<file path="src/hdl/dtt_pkg.sv">
// Package with register map, field layout, modes and reset values of the trigger and transfer control block
package dtt_pkg;

  // ----------------------------------------------------------------
  // Register indices (byte address is four times the index)
  // ----------------------------------------------------------------
  localparam logic [3:0] IDX_TIMER_COUNTER0   = 4'h0;
  localparam logic [3:0] IDX_TIMER_COUNTER1   = 4'h1;
  localparam logic [3:0] IDX_TIMER_COUNTER2   = 4'h2;
  localparam logic [3:0] IDX_TIMER_CONTROL    = 4'h3;
  localparam logic [3:0] IDX_DAC1_LOW         = 4'h4;
  localparam logic [3:0] IDX_DAC1_HIGH        = 4'h5;
  localparam logic [3:0] IDX_DAC2_LOW_DIN_LOW = 4'h6;
  localparam logic [3:0] IDX_DAC2_HIGH_DIN_HI = 4'h7;
  localparam logic [3:0] IDX_IRQ_FLAG_CLEAR   = 4'h8;
  localparam logic [3:0] IDX_OPERATION_MODE   = 4'hB;
  localparam logic [3:0] IDX_SOFT_TRIGGER     = 4'hC;
  localparam logic [3:0] IDX_DIGITAL_OUT_LOW  = 4'hD;
  localparam logic [3:0] IDX_DIGITAL_OUT_HIGH = 4'hE;

  // ----------------------------------------------------------------
  // Field layout
  // ----------------------------------------------------------------
  localparam int OP_SEL_LSB      = 0;
  localparam int OP_SEL_WIDTH    = 3;
  localparam int RESULT_NRDY_BIT = 4;
  localparam int DAC_HIGH_WIDTH  = 4;
  localparam int TIMER_PORTS     = 4;

  // ----------------------------------------------------------------
  // Operation field codes
  // ----------------------------------------------------------------
  localparam logic [2:0] OP_INTERNAL_OFF = 3'h0;
  localparam logic [2:0] OP_SOFT_POLL    = 3'h1;
  localparam logic [2:0] OP_PACER_DMA    = 3'h2;
  localparam logic [2:0] OP_PACER_IRQ    = 3'h6;

  // ----------------------------------------------------------------
  // Reset values
  // ----------------------------------------------------------------
  localparam logic [2:0]  RST_OP_MODE     = OP_SOFT_POLL;
  localparam logic [11:0] RST_DAC_CODE    = 12'h000;
  localparam logic [7:0]  RST_DAC_STAGE   = 8'h00;
  localparam logic [15:0] RST_DIGITAL_OUT = 16'h0000;
  localparam logic [11:0] RST_RESULT      = 12'h000;
  localparam logic        RST_NOT_READY   = 1'b1;

  typedef enum logic {
    CONV_IDLE,
    CONV_BUSY
  } dtt_conv_state_t;

endpackage : dtt_pkg

</file>
<file path="src/hdl/dtt_ctrl.sv">
// Trigger selection, transfer control and APB register window of the acquisition card
//
// Design decision made here: register access over APB.
`timescale 1ns/1ps
module dtt_ctrl
  import dtt_pkg::*;
#(
  parameter int ADDR_WIDTH = 8,
  parameter int DIO_WIDTH  = 16
) (
  input  wire logic                  pclk,
  input  wire logic                  presetn,
  input  wire logic                  ce,
  input  wire logic                  psel,
  input  wire logic                  penable,
  input  wire logic                  pwrite,
  input  wire logic [ADDR_WIDTH-1:0] paddr,
  input  wire logic [31:0]           pwdata,
  output logic      [31:0]           prdata,
  output logic                       pready,
  output logic                       pslverr,
  input  wire logic                  trigger_source_jumper,
  input  wire logic                  external_trigger_input,
  input  wire logic                  pacer_output,
  input  wire logic                  irq_level_enable,
  output logic                       adc_start,
  input  wire logic                  adc_done,
  input  wire logic [11:0]           adc_data,
  output logic      [11:0]           conv_result,
  output logic                       irq_request,
  output logic                       dma_request,
  input  wire logic                  dma_ack,
  output logic      [1:0]            timer_port_sel,
  output logic      [7:0]            timer_wdata,
  output logic                       timer_write,
  output logic                       timer_read,
  input  wire logic [7:0]            timer_rdata,
  input  wire logic [DIO_WIDTH-1:0]  digital_inputs,
  output logic      [DIO_WIDTH-1:0]  digital_outputs,
  output logic      [11:0]           dac1_code,
  output logic      [11:0]           dac2_code
);

  // ----------------------------------------------------------------
  // APB decode
  // ----------------------------------------------------------------
  localparam int HALF = DIO_WIDTH / 2;

  logic [3:0]      reg_idx;
  logic            upper_zero;
  logic            map_ok;
  logic            apb_access;
  logic            xfer_done;
  logic            wr_done;
  logic            rd_done;
  logic [7:0]      wbyte;
  logic [7:0]      rbyte;
  logic [2:0]      op_mode_reg;
  logic            not_ready_reg;
  logic            irq_flag_reg;
  logic            ext_prev_reg;
  logic            pacer_prev_reg;
  dtt_conv_state_t conv_state_reg;
  logic            ext_rise;
  logic            pacer_rise;
  logic            soft_fire;
  logic            trig_fire;
  logic            conv_end;

  assign reg_idx    = paddr[5:2];
  assign upper_zero = (paddr[1:0] == 2'h0) && ((paddr >> 6) == '0);
  assign apb_access = psel && penable && !pready;
  assign xfer_done  = psel && penable && pready;
  assign wr_done    = xfer_done && pwrite && map_ok;
  assign rd_done    = xfer_done && !pwrite && map_ok;
  assign wbyte      = pwdata[7:0];

  always_comb begin
    map_ok = upper_zero;
    unique case (reg_idx)
      IDX_TIMER_COUNTER0, IDX_TIMER_COUNTER1, IDX_TIMER_COUNTER2, IDX_TIMER_CONTROL,
      IDX_DAC1_LOW, IDX_DAC1_HIGH, IDX_DAC2_LOW_DIN_LOW, IDX_DAC2_HIGH_DIN_HI,
      IDX_IRQ_FLAG_CLEAR, IDX_OPERATION_MODE, IDX_SOFT_TRIGGER,
      IDX_DIGITAL_OUT_LOW, IDX_DIGITAL_OUT_HIGH: map_ok = upper_zero;
      default:                                   map_ok = 1'b0;
    endcase
  end

  // Write-only locations read as zero
  always_comb begin
    rbyte = 8'h00;
    unique case (reg_idx)
      IDX_TIMER_COUNTER0, IDX_TIMER_COUNTER1,
      IDX_TIMER_COUNTER2, IDX_TIMER_CONTROL: rbyte = timer_rdata;
      IDX_DAC1_LOW:                          rbyte = conv_result[7:0];
      IDX_DAC1_HIGH:                         rbyte = {3'h0, not_ready_reg, conv_result[11:8]};
      IDX_DAC2_LOW_DIN_LOW:                  rbyte = digital_inputs[HALF-1:0];
      IDX_DAC2_HIGH_DIN_HI:                  rbyte = digital_inputs[DIO_WIDTH-1:HALF];
      default:                               rbyte = 8'h00;
    endcase
  end

  // ----------------------------------------------------------------
  // APB answer: one wait state, data and error sampled in the access cycle
  // ----------------------------------------------------------------
  always_ff @(posedge pclk or negedge presetn) begin
    if (!presetn) begin
      pready <= 1'b0;
    end else if (ce) begin
      pready <= apb_access;
    end
  end

  always_ff @(posedge pclk or negedge presetn) begin
    if (!presetn) begin
      prdata  <= 32'h0000_0000;
      pslverr <= 1'b0;
    end else if (ce && apb_access) begin
      prdata  <= (map_ok && !pwrite) ? {24'h00_0000, rbyte} : 32'h0000_0000;
      pslverr <= !map_ok;
    end
  end

  // ----------------------------------------------------------------
  // Timer port window
  // ----------------------------------------------------------------
  // Port select follows the setup phase so the timer has a full cycle to answer
  always_ff @(posedge pclk or negedge presetn) begin
    if (!presetn) begin
      timer_port_sel <= 2'h0;
    end else if (ce && psel && !penable && (reg_idx < 4'(TIMER_PORTS))) begin
      timer_port_sel <= reg_idx[1:0];
    end
  end

  always_ff @(posedge pclk or negedge presetn) begin
    if (!presetn) begin
      timer_write <= 1'b0;
      timer_read  <= 1'b0;
      timer_wdata <= 8'h00;
    end else if (ce) begin
      timer_write <= wr_done && (reg_idx < 4'(TIMER_PORTS));
      timer_read  <= rd_done && (reg_idx < 4'(TIMER_PORTS));
      if (wr_done && (reg_idx < 4'(TIMER_PORTS))) begin
        timer_wdata <= wbyte;
      end
    end
  end

  // ----------------------------------------------------------------
  // Operation mode and digital outputs
  // ----------------------------------------------------------------
  always_ff @(posedge pclk or negedge presetn) begin
    if (!presetn) begin
      op_mode_reg <= RST_OP_MODE;
    end else if (ce && wr_done && (reg_idx == IDX_OPERATION_MODE)) begin
      op_mode_reg <= wbyte[OP_SEL_LSB +: OP_SEL_WIDTH];
    end
  end

  always_ff @(posedge pclk or negedge presetn) begin
    if (!presetn) begin
      digital_outputs <= RST_DIGITAL_OUT;
    end else if (ce && wr_done) begin
      if (reg_idx == IDX_DIGITAL_OUT_LOW) begin
        digital_outputs[HALF-1:0] <= wbyte;
      end
      if (reg_idx == IDX_DIGITAL_OUT_HIGH) begin
        digital_outputs[DIO_WIDTH-1:HALF] <= wbyte;
      end
    end
  end

  // ----------------------------------------------------------------
  // DAC channels
  // ----------------------------------------------------------------
  dtt_dac_chan u_dac1 (
    .pclk    (pclk),
    .presetn (presetn),
    .ce      (ce),
    .low_we  (wr_done && (reg_idx == IDX_DAC1_LOW)),
    .high_we (wr_done && (reg_idx == IDX_DAC1_HIGH)),
    .wdata   (wbyte),
    .code    (dac1_code)
  );

  dtt_dac_chan u_dac2 (
    .pclk    (pclk),
    .presetn (presetn),
    .ce      (ce),
    .low_we  (wr_done && (reg_idx == IDX_DAC2_LOW_DIN_LOW)),
    .high_we (wr_done && (reg_idx == IDX_DAC2_HIGH_DIN_HI)),
    .wdata   (wbyte),
    .code    (dac2_code)
  );

  // ----------------------------------------------------------------
  // Trigger selection
  // ----------------------------------------------------------------
  // Trigger inputs are synchronous, so a single history flop suffices for edges
  always_ff @(posedge pclk or negedge presetn) begin
    if (!presetn) begin
      ext_prev_reg   <= 1'b0;
      pacer_prev_reg <= 1'b0;
    end else if (ce) begin
      ext_prev_reg   <= external_trigger_input;
      pacer_prev_reg <= pacer_output;
    end
  end

  assign ext_rise   = external_trigger_input && !ext_prev_reg;
  assign pacer_rise = pacer_output && !pacer_prev_reg;
  assign soft_fire  = wr_done && (reg_idx == IDX_SOFT_TRIGGER) && (op_mode_reg == OP_SOFT_POLL);

  always_comb begin
    if (trigger_source_jumper) begin
      trig_fire = ext_rise;
    end else begin
      unique case (op_mode_reg)
        OP_SOFT_POLL:               trig_fire = soft_fire;
        OP_PACER_DMA, OP_PACER_IRQ: trig_fire = pacer_rise;
        default:                    trig_fire = 1'b0;
      endcase
    end
  end

  // ----------------------------------------------------------------
  // Conversion sequencing
  // ----------------------------------------------------------------
  assign conv_end = (conv_state_reg == CONV_BUSY) && adc_done;

  always_ff @(posedge pclk or negedge presetn) begin
    if (!presetn) begin
      conv_state_reg <= CONV_IDLE;
      adc_start      <= 1'b0;
    end else if (ce) begin
      adc_start <= trig_fire && (conv_state_reg == CONV_IDLE);
      unique case (conv_state_reg)
        CONV_IDLE: begin
          if (trig_fire) begin
            conv_state_reg <= CONV_BUSY;
          end
        end
        CONV_BUSY: begin
          if (adc_done) begin
            conv_state_reg <= CONV_IDLE;
          end
        end
      endcase
    end
  end

  always_ff @(posedge pclk or negedge presetn) begin
    if (!presetn) begin
      conv_result <= RST_RESULT;
    end else if (ce && conv_end) begin
      conv_result <= adc_data;
    end
  end

  // Completion beats a simultaneous low-byte read so fresh data is never hidden
  always_ff @(posedge pclk or negedge presetn) begin
    if (!presetn) begin
      not_ready_reg <= RST_NOT_READY;
    end else if (ce) begin
      if (conv_end) begin
        not_ready_reg <= 1'b0;
      end else if (trig_fire && (conv_state_reg == CONV_IDLE)) begin
        not_ready_reg <= 1'b1;
      end else if (rd_done && (reg_idx == IDX_DAC1_LOW)) begin
        not_ready_reg <= 1'b1;
      end
    end
  end

  // ----------------------------------------------------------------
  // Transfer requests
  // ----------------------------------------------------------------
  always_ff @(posedge pclk or negedge presetn) begin
    if (!presetn) begin
      irq_flag_reg <= 1'b0;
    end else if (ce) begin
      if (conv_end && (op_mode_reg == OP_PACER_IRQ)) begin
        irq_flag_reg <= 1'b1;
      end else if (wr_done && (reg_idx == IDX_IRQ_FLAG_CLEAR)) begin
        irq_flag_reg <= 1'b0;
      end
    end
  end

  // A held flag means one request line level, so no second edge until cleared or until irq_level_enable drops and returns
  always_ff @(posedge pclk or negedge presetn) begin
    if (!presetn) begin
      irq_request <= 1'b0;
    end else if (ce) begin
      irq_request <= irq_flag_reg && irq_level_enable;
    end
  end

  always_ff @(posedge pclk or negedge presetn) begin
    if (!presetn) begin
      dma_request <= 1'b0;
    end else if (ce) begin
      if (conv_end && (op_mode_reg == OP_PACER_DMA)) begin
        dma_request <= 1'b1;
      end else if (dma_ack) begin
        dma_request <= 1'b0;
      end
    end
  end
endmodule : dtt_ctrl

</file>
<file path="src/hdl/dtt_dac_chan.sv">
// One double-buffered DAC channel: staged low byte, code updated on the high byte write
`timescale 1ns/1ps
module dtt_dac_chan
  import dtt_pkg::*;
(
  input  wire logic        pclk,
  input  wire logic        presetn,
  input  wire logic        ce,
  input  wire logic        low_we,
  input  wire logic        high_we,
  input  wire logic [7:0]  wdata,
  output logic      [11:0] code
);

  logic [7:0] stage_reg;

  // ----------------------------------------------------------------
  // Staging and one-step update
  // ----------------------------------------------------------------
  always_ff @(posedge pclk or negedge presetn) begin
    if (!presetn) begin
      stage_reg <= RST_DAC_STAGE;
    end else if (ce && low_we) begin
      stage_reg <= wdata;
    end
  end

  // Upper nibble of the high byte is dropped on purpose
  always_ff @(posedge pclk or negedge presetn) begin
    if (!presetn) begin
      code <= RST_DAC_CODE;
    end else if (ce && high_we) begin
      code <= {wdata[DAC_HIGH_WIDTH-1:0], stage_reg};
    end
  end

endmodule : dtt_dac_chan

</file>
<file path="config.mk">
export PLATFORM = sky130hd
export DESIGN_NAME = dtt_ctrl
export DESIGN_NICKNAME = d
export VERILOG_FILES = /design/src/hdl/dtt_pkg.sv /design/src/hdl/dtt_ctrl.sv /design/src/hdl/dtt_dac_chan.sv
export SDC_FILE = /design/constraint.sdc
export NUM_CORES = 1
export LEC_CHECK = 0
export BUFFER_PORTS_ARGS = -buffer_cell sky130_fd_sc_hd__buf_2
export CORE_ASPECT_RATIO = 1.1
export CORE_MARGIN = 2
export CORE_UTILIZATION = 50
export CTS_BUF_LIST = sky130_fd_sc_hd__clkbuf_8
export DETAILED_ROUTE_END_ITERATION = 6
export HOLD_SLACK_MARGIN = 0.15
export PLACE_DENSITY = 0.8
export RECOVER_POWER = 50
export SYNTH_ARGS = -nofsm -noshare
export SYNTH_HDL_FRONTEND = slang
export SYNTH_HIERARCHICAL = 1
export SYNTH_SLANG_ARGS = --single-unit
</file>
<file path="constraint.sdc">
create_clock -name pclk -period 2.22 [get_ports pclk]
set_input_delay 0.333 -clock pclk [delete_from_list [all_inputs] [get_ports pclk]]
set_output_delay 0.333 -clock pclk [all_outputs]
set_load 0.01 [all_outputs]
</file>
# == Word level (Yosys, flattened, before mapping) ==
# Index checks and enable logic that the tools add are counted.
# classes
reduce_logical,58
bitwise_logic,1
n_lt_le_gt_ge,1
muxes,15
n_eq_ne,15
# op_table
cell,n
$pmux 8 s5,1
$logic_and 1x1->1,37
$eq 4x4->1 const B,5
$eq 4x3->1 const B,4
$reduce_or 13->1,1
$reduce_and 2->1,6
$mux 1,11
$eq 4x2->1 const B,2
$logic_not 8->1,1
$mux 8,1
$logic_not 1->1,6
$eq 4x1->1 const B,1
$logic_not 4->1,1
$lt 4x3->1 const B,1
$pmux 1 s2,2
$reduce_bool 2->1,2
$reduce_or 4->1,1
$eq 3x1->1 const B,1
$eq 3x2->1 const B,1
$eq 3x3->1 const B,1
$reduce_bool 3->1,1
$logic_not 2->1,1
$reduce_or 2->1,1
$not 1->1,1
# totals
word_cells,113
input_bits,88
out_inout_bits,101
regBits,125

# == Longest topological paths before layout ==
# Gate-level depths: netlist (run 1).
# depth
word_depth,11
mapped_depth,8
mapped_depth_nobuf,6

# == Modules after synthesis ==
# The synthesis (run 1) kept the hierarchy.
# by_module_without_submodules
module,instances,seq_area_each_um2,area_per_inst_um2,cells_per_inst
dtt_ctrl,1,1529.0,2972.9,247
dtt_dac_chan,2,500.5,787.0,43

# == Worst setup path before layout (run 1) ==
# Ideal clock, no wire load.
# synth_timing
kind,input port to flip-flop
startpoint,in paddr[1]
endpoint,reg u_dac1.code[0]
slack_ns,0.105
required_ns,2.095
setup_ns,0.125
cell_stages,8
n_path_buf,2
arrival_ns,1.990
cell_sequence,or4_4 > buf_6 > nor2_2 > nand2_1 > nor3b_1 > nand2_2 > buf_6 > mux2_4
# synth_via
elab_chain_cells,6
# synth_rtl
element,line,rtl
from (decl),dtt_ctrl.sv:17,"input wire logic [ADDR_WIDTH-1:0] paddr,"
$logic_not 2->1,dtt_ctrl.sv:71,assign upper_zero = (paddr[1:0] == 2'h0) && ((paddr >> 6) == '0);
$logic_and 1x1->1,dtt_ctrl.sv:71,
$mux 1,dtt_ctrl.sv:80,unique case (reg_idx)
$logic_and 1x1->1,dtt_ctrl.sv:74,assign wr_done = xfer_done && pwrite && map_ok;
$logic_and 1x1->1,dtt_ctrl.sv:182,".high_we (wr_done && (reg_idx == IDX_DAC1_HIGH)),"
$logic_and 1x1->1,dtt_dac_chan.sv:32,end else if (ce && high_we) begin
to (signal assigned),dtt_dac_chan.sv:33,"code <= {wdata[DAC_HIGH_WIDTH-1:0], stage_reg};"
to (decl),dtt_dac_chan.sv:12,output logic [11:0] code
# Every way passes these cells.
# A chain may end at the register's enable or synchronous reset.

# == Worst setup path in the final report (run 1) ==
# layout_timing
startpoint,in paddr[1]
endpoint,reg u_dac2.code[10]
# layout_via
elab_chain_cells,6
# layout_rtl
element,line,rtl
$logic_not 2->1,dtt_ctrl.sv:71,
$logic_and 1x1->1,dtt_ctrl.sv:71,
$mux 1,dtt_ctrl.sv:80,
$logic_and 1x1->1,dtt_ctrl.sv:74,
$logic_and 1x1->1,dtt_ctrl.sv:192,".high_we (wr_done && (reg_idx == IDX_DAC2_HIGH_DIN_HI)),"
$logic_and 1x1->1,dtt_dac_chan.sv:32,
to (signal assigned),dtt_dac_chan.sv:33,
to (decl),dtt_dac_chan.sv:12,
# Every way passes these cells.

==> flow_summary.ini, run 1 <==
[timing]
timing.hold.ws_ns = 0.205
setup_viol = 0
worstMarginPinSlew_ns = 0.987
maxSlewHeadroom = 0.342
hold_viol = 0
setup_ws_ns = 0.380
timing.final.crit_share = 0.829
fmax_mhz = 544
period_needed_ns = 1.84
tns_ns = 0
skew_ns = 0.00934
drv_slew = 0
rsz0062_at_grt = false

[cts]
numCtsBuffers = 9
cts_max_level = 3
clockBufferDepth = 2
clk_latency_ns = 0.35
clk_pin_slew_ns = 0.10
cts_tree = yes
cts_sinks = 101
root_buffer = clkbuf_8

[worst_setup_path]
timing.critical_path.arrival_ns = 2.08
cp-start-kind = input pin
required_ns = 2.47
cpPeakStageDelay_ns = 0.55
crit_chain = buf_2, or4_4, nor2_2, nand2_1, nor2_1, nand2_2, mux2_4
cp_max_fo = 12
worstSetupPathType = in -> reg
cp-end-kind = flip-flop
slowest_stage = or4_4

[layout]
final_area_um2 = 5510
final_util = 0.620
diodes = 0
fin_cells = 598
regMostFlops = digital_outputs
fill_cells = 714
nets = 567
layout-drive-gt1-share = 0.463
largest_register_ffs = 16
area_delta_synth_final_pct = 21.1

[synth]
async_flop_share = 1.00
seq_area_frac_synth = 0.556
synth_area_leaders = dfrtp_1 54%, mux2_2 14%, mux2_4 6.6%
netlist_instances = 333
synth_top_area_share = 0.545
synth_area_um2 = 4550
synth_edf_count = 0
yosysWarnings = 6
ys.flop_type = dfrtp_1
synth-seq-cells = 101
yosys.area.top_type = dfrtp_1
synth.most_common_cell = dfrtp_1
yosys-top-cells-count = 99 x dfrtp_1, 56 x mux2_2, 24 x buf_4
synth.avg_cell_area_um2 = 13.7
synth_cell_types = 45

[power]
leakagePower_nw = 2.91
seqPwrFrac = 0.526
p_clk_frac = 0.334
internal_power_mw = 2.90
swShare = 0.257
power_density_nw_per_um2 = 708
pwr-share-comb = 0.140
ir_drop_uv = 402
switchingPower_mw = 1.00
power_mw = 3.90

[grt]
grt_pass1_vias = 3209
track_usage = 0.211
antenna_found_initial = 0
grt_max_degree = 47
gr-total-overflow = 0
grt_pass1_wl_um = 16100

[placement]
gp_congestion = 0.818
io_buffers = 140
hpwlAfterDp_um = 7530
place_ws_ns = 0.0122
place_inst = 581
placed_cell_area_um2 = 5320

[drt]
vias_per_cell = 5.23
antenna_left = 0
drt_iter0_markers = 100
firstDrtPassIters = 4
wl_um = 10100
vias = 3128
wl_per_cell_um = 16.9
drc_errors = 0

[job]
max-cap-violations = 0

[outcome]
status = finished clean

[floorplan]
die_area_um2 = 9870
die_width_um = 94.9
start_util = 0.512
ios = 189
die_y_um = 104
rows = 36
core_um2 = 8870

[min_path]
hold_path_class = in -> reg
final cells by class:
| cell class | instances | area (um2) | area share |
|---|---|---|---|
| Sequential cell | 101 | 2530 | 0.460 |
| Multi-Input combinational cell | 208 | 1810 | 0.329 |
| Timing Repair Buffer | 151 | 759 | 0.138 |
| Tap cell | 114 | 143 | 0.0259 |
| Clock buffer | 10 | 138 | 0.0250 |
| Clock inverter | 6 | 93.8 | 0.0170 |
| Inverter | 8 | 30.0 | 0.00545 |
power groups by stage:
stage                     Clock (mW)  Sequential, mW  Combinational (mW)
after floorplan                    0            2.12               0.266
after global placement             0            2.07               0.541
after detailed placement           0            2.08               0.560
after CTS                       1.35            2.05               0.561
after global routing            1.43            2.06               0.604
final                           1.30            2.05               0.547
worst paths after layout:
check	endpoint	startpoint	cells after the start	slack, ns
setup reg to reg	digital_outputs[4]$_DFFE_PN0P_	pready$_DFFE_PN0P_	4	0.40
setup / recovery	u_dac2/code[10]$_DFFE_PN0P_	paddr[1]	7	0.38
min in group asynchronous	prdata[7]$_DFFE_PN0P_	presetn	2	0.66
hold reg to reg	timer_wdata[6]$_DFFE_PN0P_	timer_wdata[6]$_DFFE_PN0P_	1	0.50
hold / removal	conv_result[1]$_DFFE_PN0P_	adc_data[1]	2	0.20
max in group asynchronous	u_dac1/stage_reg[3]$_DFFE_PN0P_	presetn	3	0.59
cells by family (layout without fill, tap and decap cells):
group                  count (synthesis)  after routing  synth area share
XOR/XNOR                               1              1           0.00193
other                                  1             24          0.000825
flip-flops                           101            101             0.556
AND/OR/NAND/NOR                       58             58            0.0743
AO/OA/AOI/OAI                         30             30            0.0405
multiplexers                          95             95             0.262
buffers and inverters                 47            175            0.0641
critical path: cells and delay by family:
| kind | cells | cell delay [ns] |
|---|---|---|
| multiplexers | 1 | 0.41 |
| AND/OR/NAND/NOR | 5 | 1.23 |
| buffers and inverters | 1 | 0.10 |
layer usage:
| layer | vias up | share of wire | track usage |
|---|---|---|---|
| met4 | 0 | 0.013 | 0.0631 |
| met1 | 1566 | 0.40 | 0.260 |
| met2 | 131 | 0.50 | 0.350 |
| met3 | 11 | 0.088 | 0.0710 |
| li1 | 1420 | - | - |
| met5 | - | 0 | 0 |
layout by cell type (no fill, tap or decap), types with 3 or more instances in the layout:
cell and instances:
buf_2 106, dfrtp_1 99, mux2_2 56, clkbuf_1 35
conb_1 24, nand2_1 20, mux2_4 20, o21ai_0 11
clkbuf_8 10, inv_1 8, mux2i_1 8, o21ai_1 6
mux2_1 6, nor3b_1 5, mux4_2 5, nand2_2 5
buf_4 5, nor2b_1 4, nor4_1 4, nor2_1 3
what timing repair did:
action | in CTS | in global routing
hold buffers | 1 | 0
endpoints found under the hold margin | 35 | 0
gates resized for setup | 0 | 0
buffers inserted | 0 | 0
endpoints found under the setup margin | 0 | 0
Note: power is estimated with default switching activity, not from simulation.
==> run 2, diff against run 1 <==
- ABC_AREA: unset -> 1
- CORE_UTILIZATION: 50 -> 45
- PLACE_DENSITY: 0.8 -> 0.75
- clock period: 2.22 -> 1.48 ns (I/O delays scaled with it)
==> run 2 against run 1 <==
  * Die area is 14% higher
  * Critical path depth is 1 higher
  * Final area is 14% higher
  * First-iteration DRC count up 92%
  * Core utilization decreased by 0.67 points
==> flow_summary.ini, run 2 <==
[outcome]
status = finished clean

[synth]
synth.avg_cell_area_um2 = 8.33
yosys-top-cells-count = 241 x nand2_1, 99 x dfrtp_1, 64 x nand3_1
synth_edf_count = 0
synth_top_area_share = 0.529
synth_area_um2 = 4690
netlist_instances = 563
ys.flop_type = dfrtp_1
yosys.area.top_type = dfrtp_1
synth-seq-cells = 101
synth_cell_types = 33
yosysWarnings = 6
synth.most_common_cell = nand2_1
synth_area_leaders = dfrtp_1 53%, nand2_1 19%, nand3_1 6.8%
async_flop_share = 1.00
seq_area_frac_synth = 0.540

[grt]
antenna_found_initial = 0
gr-total-overflow = 0
grt_pass1_wl_um = 20600
track_usage = 0.232
grt_max_degree = 46
grt_pass1_vias = 4341

[worst_setup_path]
worstSetupPathType = reg -> reg
cp-start-kind = flip-flop
required_ns = 1.75
reg2reg_setup_slack_ns = 0.02
cp-end-kind = flip-flop
timing.critical_path.arrival_ns = 1.74
cp_max_fo = 12

[drt]
route.met2.wl_um = 6360
wl_per_cell_um = 14.2
vias_per_cell = 5.00
firstDrtPassIters = 5
vias = 4512
met3_length_um = 929
antenna_left = 0
drc_errors = 0
routed.top_layer = met4
drt_iter0_markers = 192
wl_um = 12800
wirelength_met1_um = 5250

[floorplan]
ios = 189
die_area_um2 = 11200
core_um2 = 10200
die_width_um = 101
die_y_um = 111
start_util = 0.457
rows = 39

[timing]
fmax_mhz = 683
hold_viol = 0
setup_viol = 0
worstMarginPinSlew_ns = 0.693
setup_ws_ns = 0.0162
timing.final.crit_share = 0.989
drv_slew = 0
timing.hold.ws_ns = 0.170
period_needed_ns = 1.46
skew_ns = 0.00884
maxSlewHeadroom = 0.538
rsz0062_at_grt = true

[cts]
root_buffer = clkbuf_8
clk_latency_ns = 0.37
numCtsBuffers = 9
clockBufferDepth = 2
clk_pin_slew_ns = 0.10
cts_max_level = 3
cts_tree = yes
cts_sinks = 101

[layout]
diodes = 0
regMostFlops = digital_outputs
nets = 863
regArea_um2 = 2530
layout-drive-gt1-share = 0.308
mostFrequentLayoutCell = nand2_1
largest_register_ffs = 16
fill_cells = 886
final_util = 0.614
multiInputGateArea_um2 = 1890
final_cell_mix = 237 x nand2_1, 138 x buf_2, 99 x dfrtp_1, 63 x nand3_1, 45 x buf_4
fin_cells = 903
area_delta_synth_final_pct = 34.2

[min_path]
hold_path_class = in -> reg

[placement]
gp_congestion = 0.874
place_ws_ns = -0.0908
hpwlAfterDp_um = 9350
place_inst = 853
io_buffers = 140

[power]
leakagePower_nw = 3.69
ir_drop_uv = 595
power_density_nw_per_um2 = 925
power_mw = 5.82

[job]
max-cap-violations = 0
[run 2: cell count changes after synthesis, sizes merged, moves of 3 or more]
cell,delta
nor2,+19
nor4,-3
o21ai,+26
mux2,-82
inv,+18
buf,+8
nand3,+64
nor2b,-4
nand2,+218
mux4,-5
nor3b,-5
mux2i,-8
clkbuf,-5
[run 2: metal layers]
layer	up-vias	global-route usage
li1	2173	-
met1	2112	0.299
met2	199	0.375
met3	28	0.0485
met4	0	0.0991
met5	-	0
[run 2: cells by family (layout without fill, tap and decap cells)]
logic type | count (synthesis) | after routing | share of synthesized area
and+or+nand+nor | 342 | 343 | 0.315
DFF | 101 | 101 | 0.540
buffers and inverters | 70 | 263 | 0.0900
AOI/OAI and AO/OA | 49 | 49 | 0.0545
other | 1 | 24 | 0.000800
[run 2: report_power, final]
part / internal, mW / switching [mW] / total [mW]
clock network: 0.825 / 1.04 / 1.87
registers: 2.93 / 0.122 / 3.05
logic: 0.365 / 0.532 / 0.897
[run 2: cell type report]
cell class	instances	area share
timing repair buffer	219	0.221
clock buffer	9	0.0197
clock inverter	7	0.0147
inverter	28	0.0171
multi-input combinational	416	0.300
sequential	101	0.402
tap	123	0.0245
[run 2: what timing repair did]
| action | in CTS | in global routing |
|---|---|---|
| setup buffers | 3 | 5 |
| hold buffers | 25 | 0 |
| endpoints found under the setup margin | 49 | 71 |
| gates resized for setup | 3 | 7 |
| pin swaps | 1 | 15 |
| gates cloned | 0 | 1 |
| endpoints found under the hold margin | 137 | 0 |
[run 2: final timing paths]
kind	start	end	cells after the start
worst max-delay path	pready$_DFFE_PN0P_	u_dac2/code[9]$_DFFE_PN0P_	8
worst max register to register	pready$_DFFE_PN0P_	u_dac2/code[9]$_DFFE_PN0P_	8
max in group asynchronous	presetn	u_dac2/stage_reg[1]$_DFFE_PN0P_	3
worst min register to register	u_dac2/code[11]$_DFFE_PN0P_	u_dac2/code[11]$_DFFE_PN0P_	2
min in group asynchronous	presetn	u_dac2/code[8]$_DFFE_PN0P_	2
worst min-delay path	timer_rdata[5]	prdata[5]$_DFFE_PN0P_	5
[run 2: stage by stage]
| stage | TNS, ns | area, um2 |
|---|---|---|
| detailed placement | -1.89 | 5760 |
| CTS | -0.0528 | 6260 |
| global route | -3.66 | 6290 |
| floorplan | 0 | 4800 |
| global placement | -1.04 | 5760 |
| finish | 0 | 6290 |
[run 2: critical path: stages, from the launching register on]
cell and delay, ns:
dfrtp_1 0.40, nand3_2 0.12, nor2_4 0.19, nand2_4 0.10, nor4_4 0.18, nand2_1 0.10
buf_6 0.15, nand2_1 0.06, nand2_1 0.05
==> run 3, diff against run 2 <==
- ABC_AREA: 1 -> unset
- PLACE_DENSITY: 0.75 -> 0.76
==> run 3 against run 2 <==
  * The run now ends with negative setup slack left
  * Setup slack worse by 0.18 ns
  * Clock power decreased by 13%
  * Wire length down 12%
  * First-iteration DRC count decreased by 34%
  * Sequential share of layout area up 1.2 points
  * Count of clock-buffer cells in the layout stayed put
  * Flip-flop and latch count is the same
  * Final area fell by 2.8%
  * Critical path depth down 1
  * Combinational power rose by 7.5%
  * Critical path type unchanged
  * Largest power group unchanged
==> flow_summary.ini, run 3 (synthesized netlist as in run 1, its figures left out) <==
[outcome]
status = finished, violations left
violations = negative setup slack

[worst_setup_path]
cp_max_fo = 12
crit_path_start = pready$_DFFE_PN0P_
cp-end-kind = flip-flop
worstSetupPathType = reg -> reg
timing.critical_path.arrival_ns = 1.90
required_ns = 1.73
reg2reg_from = pready$_DFFE_PN0P_
rr_worst_depth = 7
cp-start-kind = flip-flop

[timing]
rsz0062_at_grt = true
period_needed_ns = 1.65
timing.final.crit_share = 1.11
drv_slew = 0
tns_ns = -8.77
fmax_mhz = 607
setup_ws_ns = -0.168
maxSlewHeadroom = 0.646
hold_viol = 0
setup_viol = 68
skew_ns = 0.00941
worstMarginPinSlew_ns = 0.531

[placement]
io_buffers = 140
placed_cell_area_um2 = 5550
hpwlAfterDp_um = 8220
gp_congestion = 0.812
place_inst = 610

[min_path]
hold_path_class = in -> reg
min-delay-start = pwdata[6]
min_path_cells = 2

[layout]
regMostFlops = digital_outputs
largest_register_ffs = 16
area_delta_synth_final_pct = 34.4
diodes = 0
nets = 615
final_area_um2 = 6110
mostFrequentLayoutCell = buf_2
final_cell_mix = 138 x buf_2, 99 x dfrtp_1, 40 x mux2_2, 36 x mux2_4, 28 x buf_4
fin_cells = 652
layout-drive-gt1-share = 0.570

[floorplan]
ios = 189
start_util = 0.462
die_area_um2 = 10900
rows = 38
die_y_um = 109
core_um2 = 9840
die_width_um = 99.8

[power]
ir_drop_uv = 533
power_density_nw_per_um2 = 928
leakagePower_nw = 3.38

[drt]
drc_errors = 0
drt_iter0_markers = 126
vias = 3345
antenna_left = 0
wl_per_cell_um = 17.3
wl_um = 11300
firstDrtPassIters = 4
vias_per_cell = 5.13

[grt]
grt_pass1_wl_um = 17400
track_usage = 0.204
grt_max_degree = 39
gr-total-overflow = 0
grt_pass1_vias = 3438
antenna_found_initial = 0

[cts]
root_buffer = clkbuf_8
cts_sinks = 101
clk_pin_slew_ns = 0.10
clockBufferDepth = 2
cts_max_level = 3
numCtsBuffers = 9
clk_latency_ns = 0.36
cts_tree = yes

[job]
max-cap-violations = 0
[run 3: cell count changes in the layout (fill, tap and decap cells not counted), moves of 6 or more]
cell     delta
inv_1      -14
mux2_2     +40
nor2_1     -10
mux2_1      +6
buf_4      -17
o21ai_1    -23
o21ai_0     -8
mux2i_1     +8
mux2_4     +36
nand3_1    -61
nand2_1   -218
[run 3: worst paths after layout]
check | end | slack, ns
worst min-delay path | timer_wdata[6]$_DFFE_PN0P_ | 0.17
min in group asynchronous | timer_wdata[2]$_DFFE_PN0P_ | 0.34
max in group asynchronous | u_dac1/code[2]$_DFFE_PN0P_ | 0.20
worst min register to register | pslverr$_DFFE_PN0P_ | 0.48
worst max-delay path | u_dac1/code[10]$_DFFE_PN0P_ | -0.17
worst max register to register | u_dac1/code[10]$_DFFE_PN0P_ | -0.17
[run 3: metrics by stage]
step	hold slack [ns]	total power [mW]	worst slack, ns	util
detailed placement	0.135	4.03	-0.538	0.564
floorplan	-0.0736	3.57	-0.425	-
global placement	0.130	3.99	-0.491	0.564
finish	0.168	5.67	-0.168	0.621
global route	0.167	5.95	-0.268	0.621
CTS	0.158	5.69	-0.133	0.615
[run 3: where the power goes]
part	internal [mW]	switching [mW]	leakage, nW
combinational	0.473	0.491	1.92
sequential	2.94	0.143	1.37
clock	0.635	0.990	0.0895
total	4.05	1.62	3.38
[run 3: what timing repair did]
item,CTS,global route
setup endpoints to repair,67,68
pin swaps,8,6
gates resized for setup,25,18
buffers inserted,2,5
endpoints found under the hold margin,120,0
hold buffers,20,0
[run 3: cell type report]
type                    count  area [um2]
inverters                   8        30.0
flip-flops and latches    101        2530
multi-input cells         208        1990
well taps                 120         150
clock buffers               9         124
clock inverters             7        56.3
fillers                   773        3730
repair buffers            199        1230
[run 3: per-layer routing]
layer	global-route usage	vias up	wire, um
met5	0	-	0
met4	0.0783	0	301
met3	0.0312	29	410
met2	0.337	118	5700
met1	0.274	1672	4880
li1	-	1526	-
[run 3: worst max-delay path, cell delays in order, from the launching register on]
cell and delay [ns]:
dfrtp_1 0.37, nand4_1 0.16, nor2_4 0.20, nand2_4 0.09
nor3b_2 0.18, nand2_2 0.09, buf_12 0.16, mux2_4 0.29
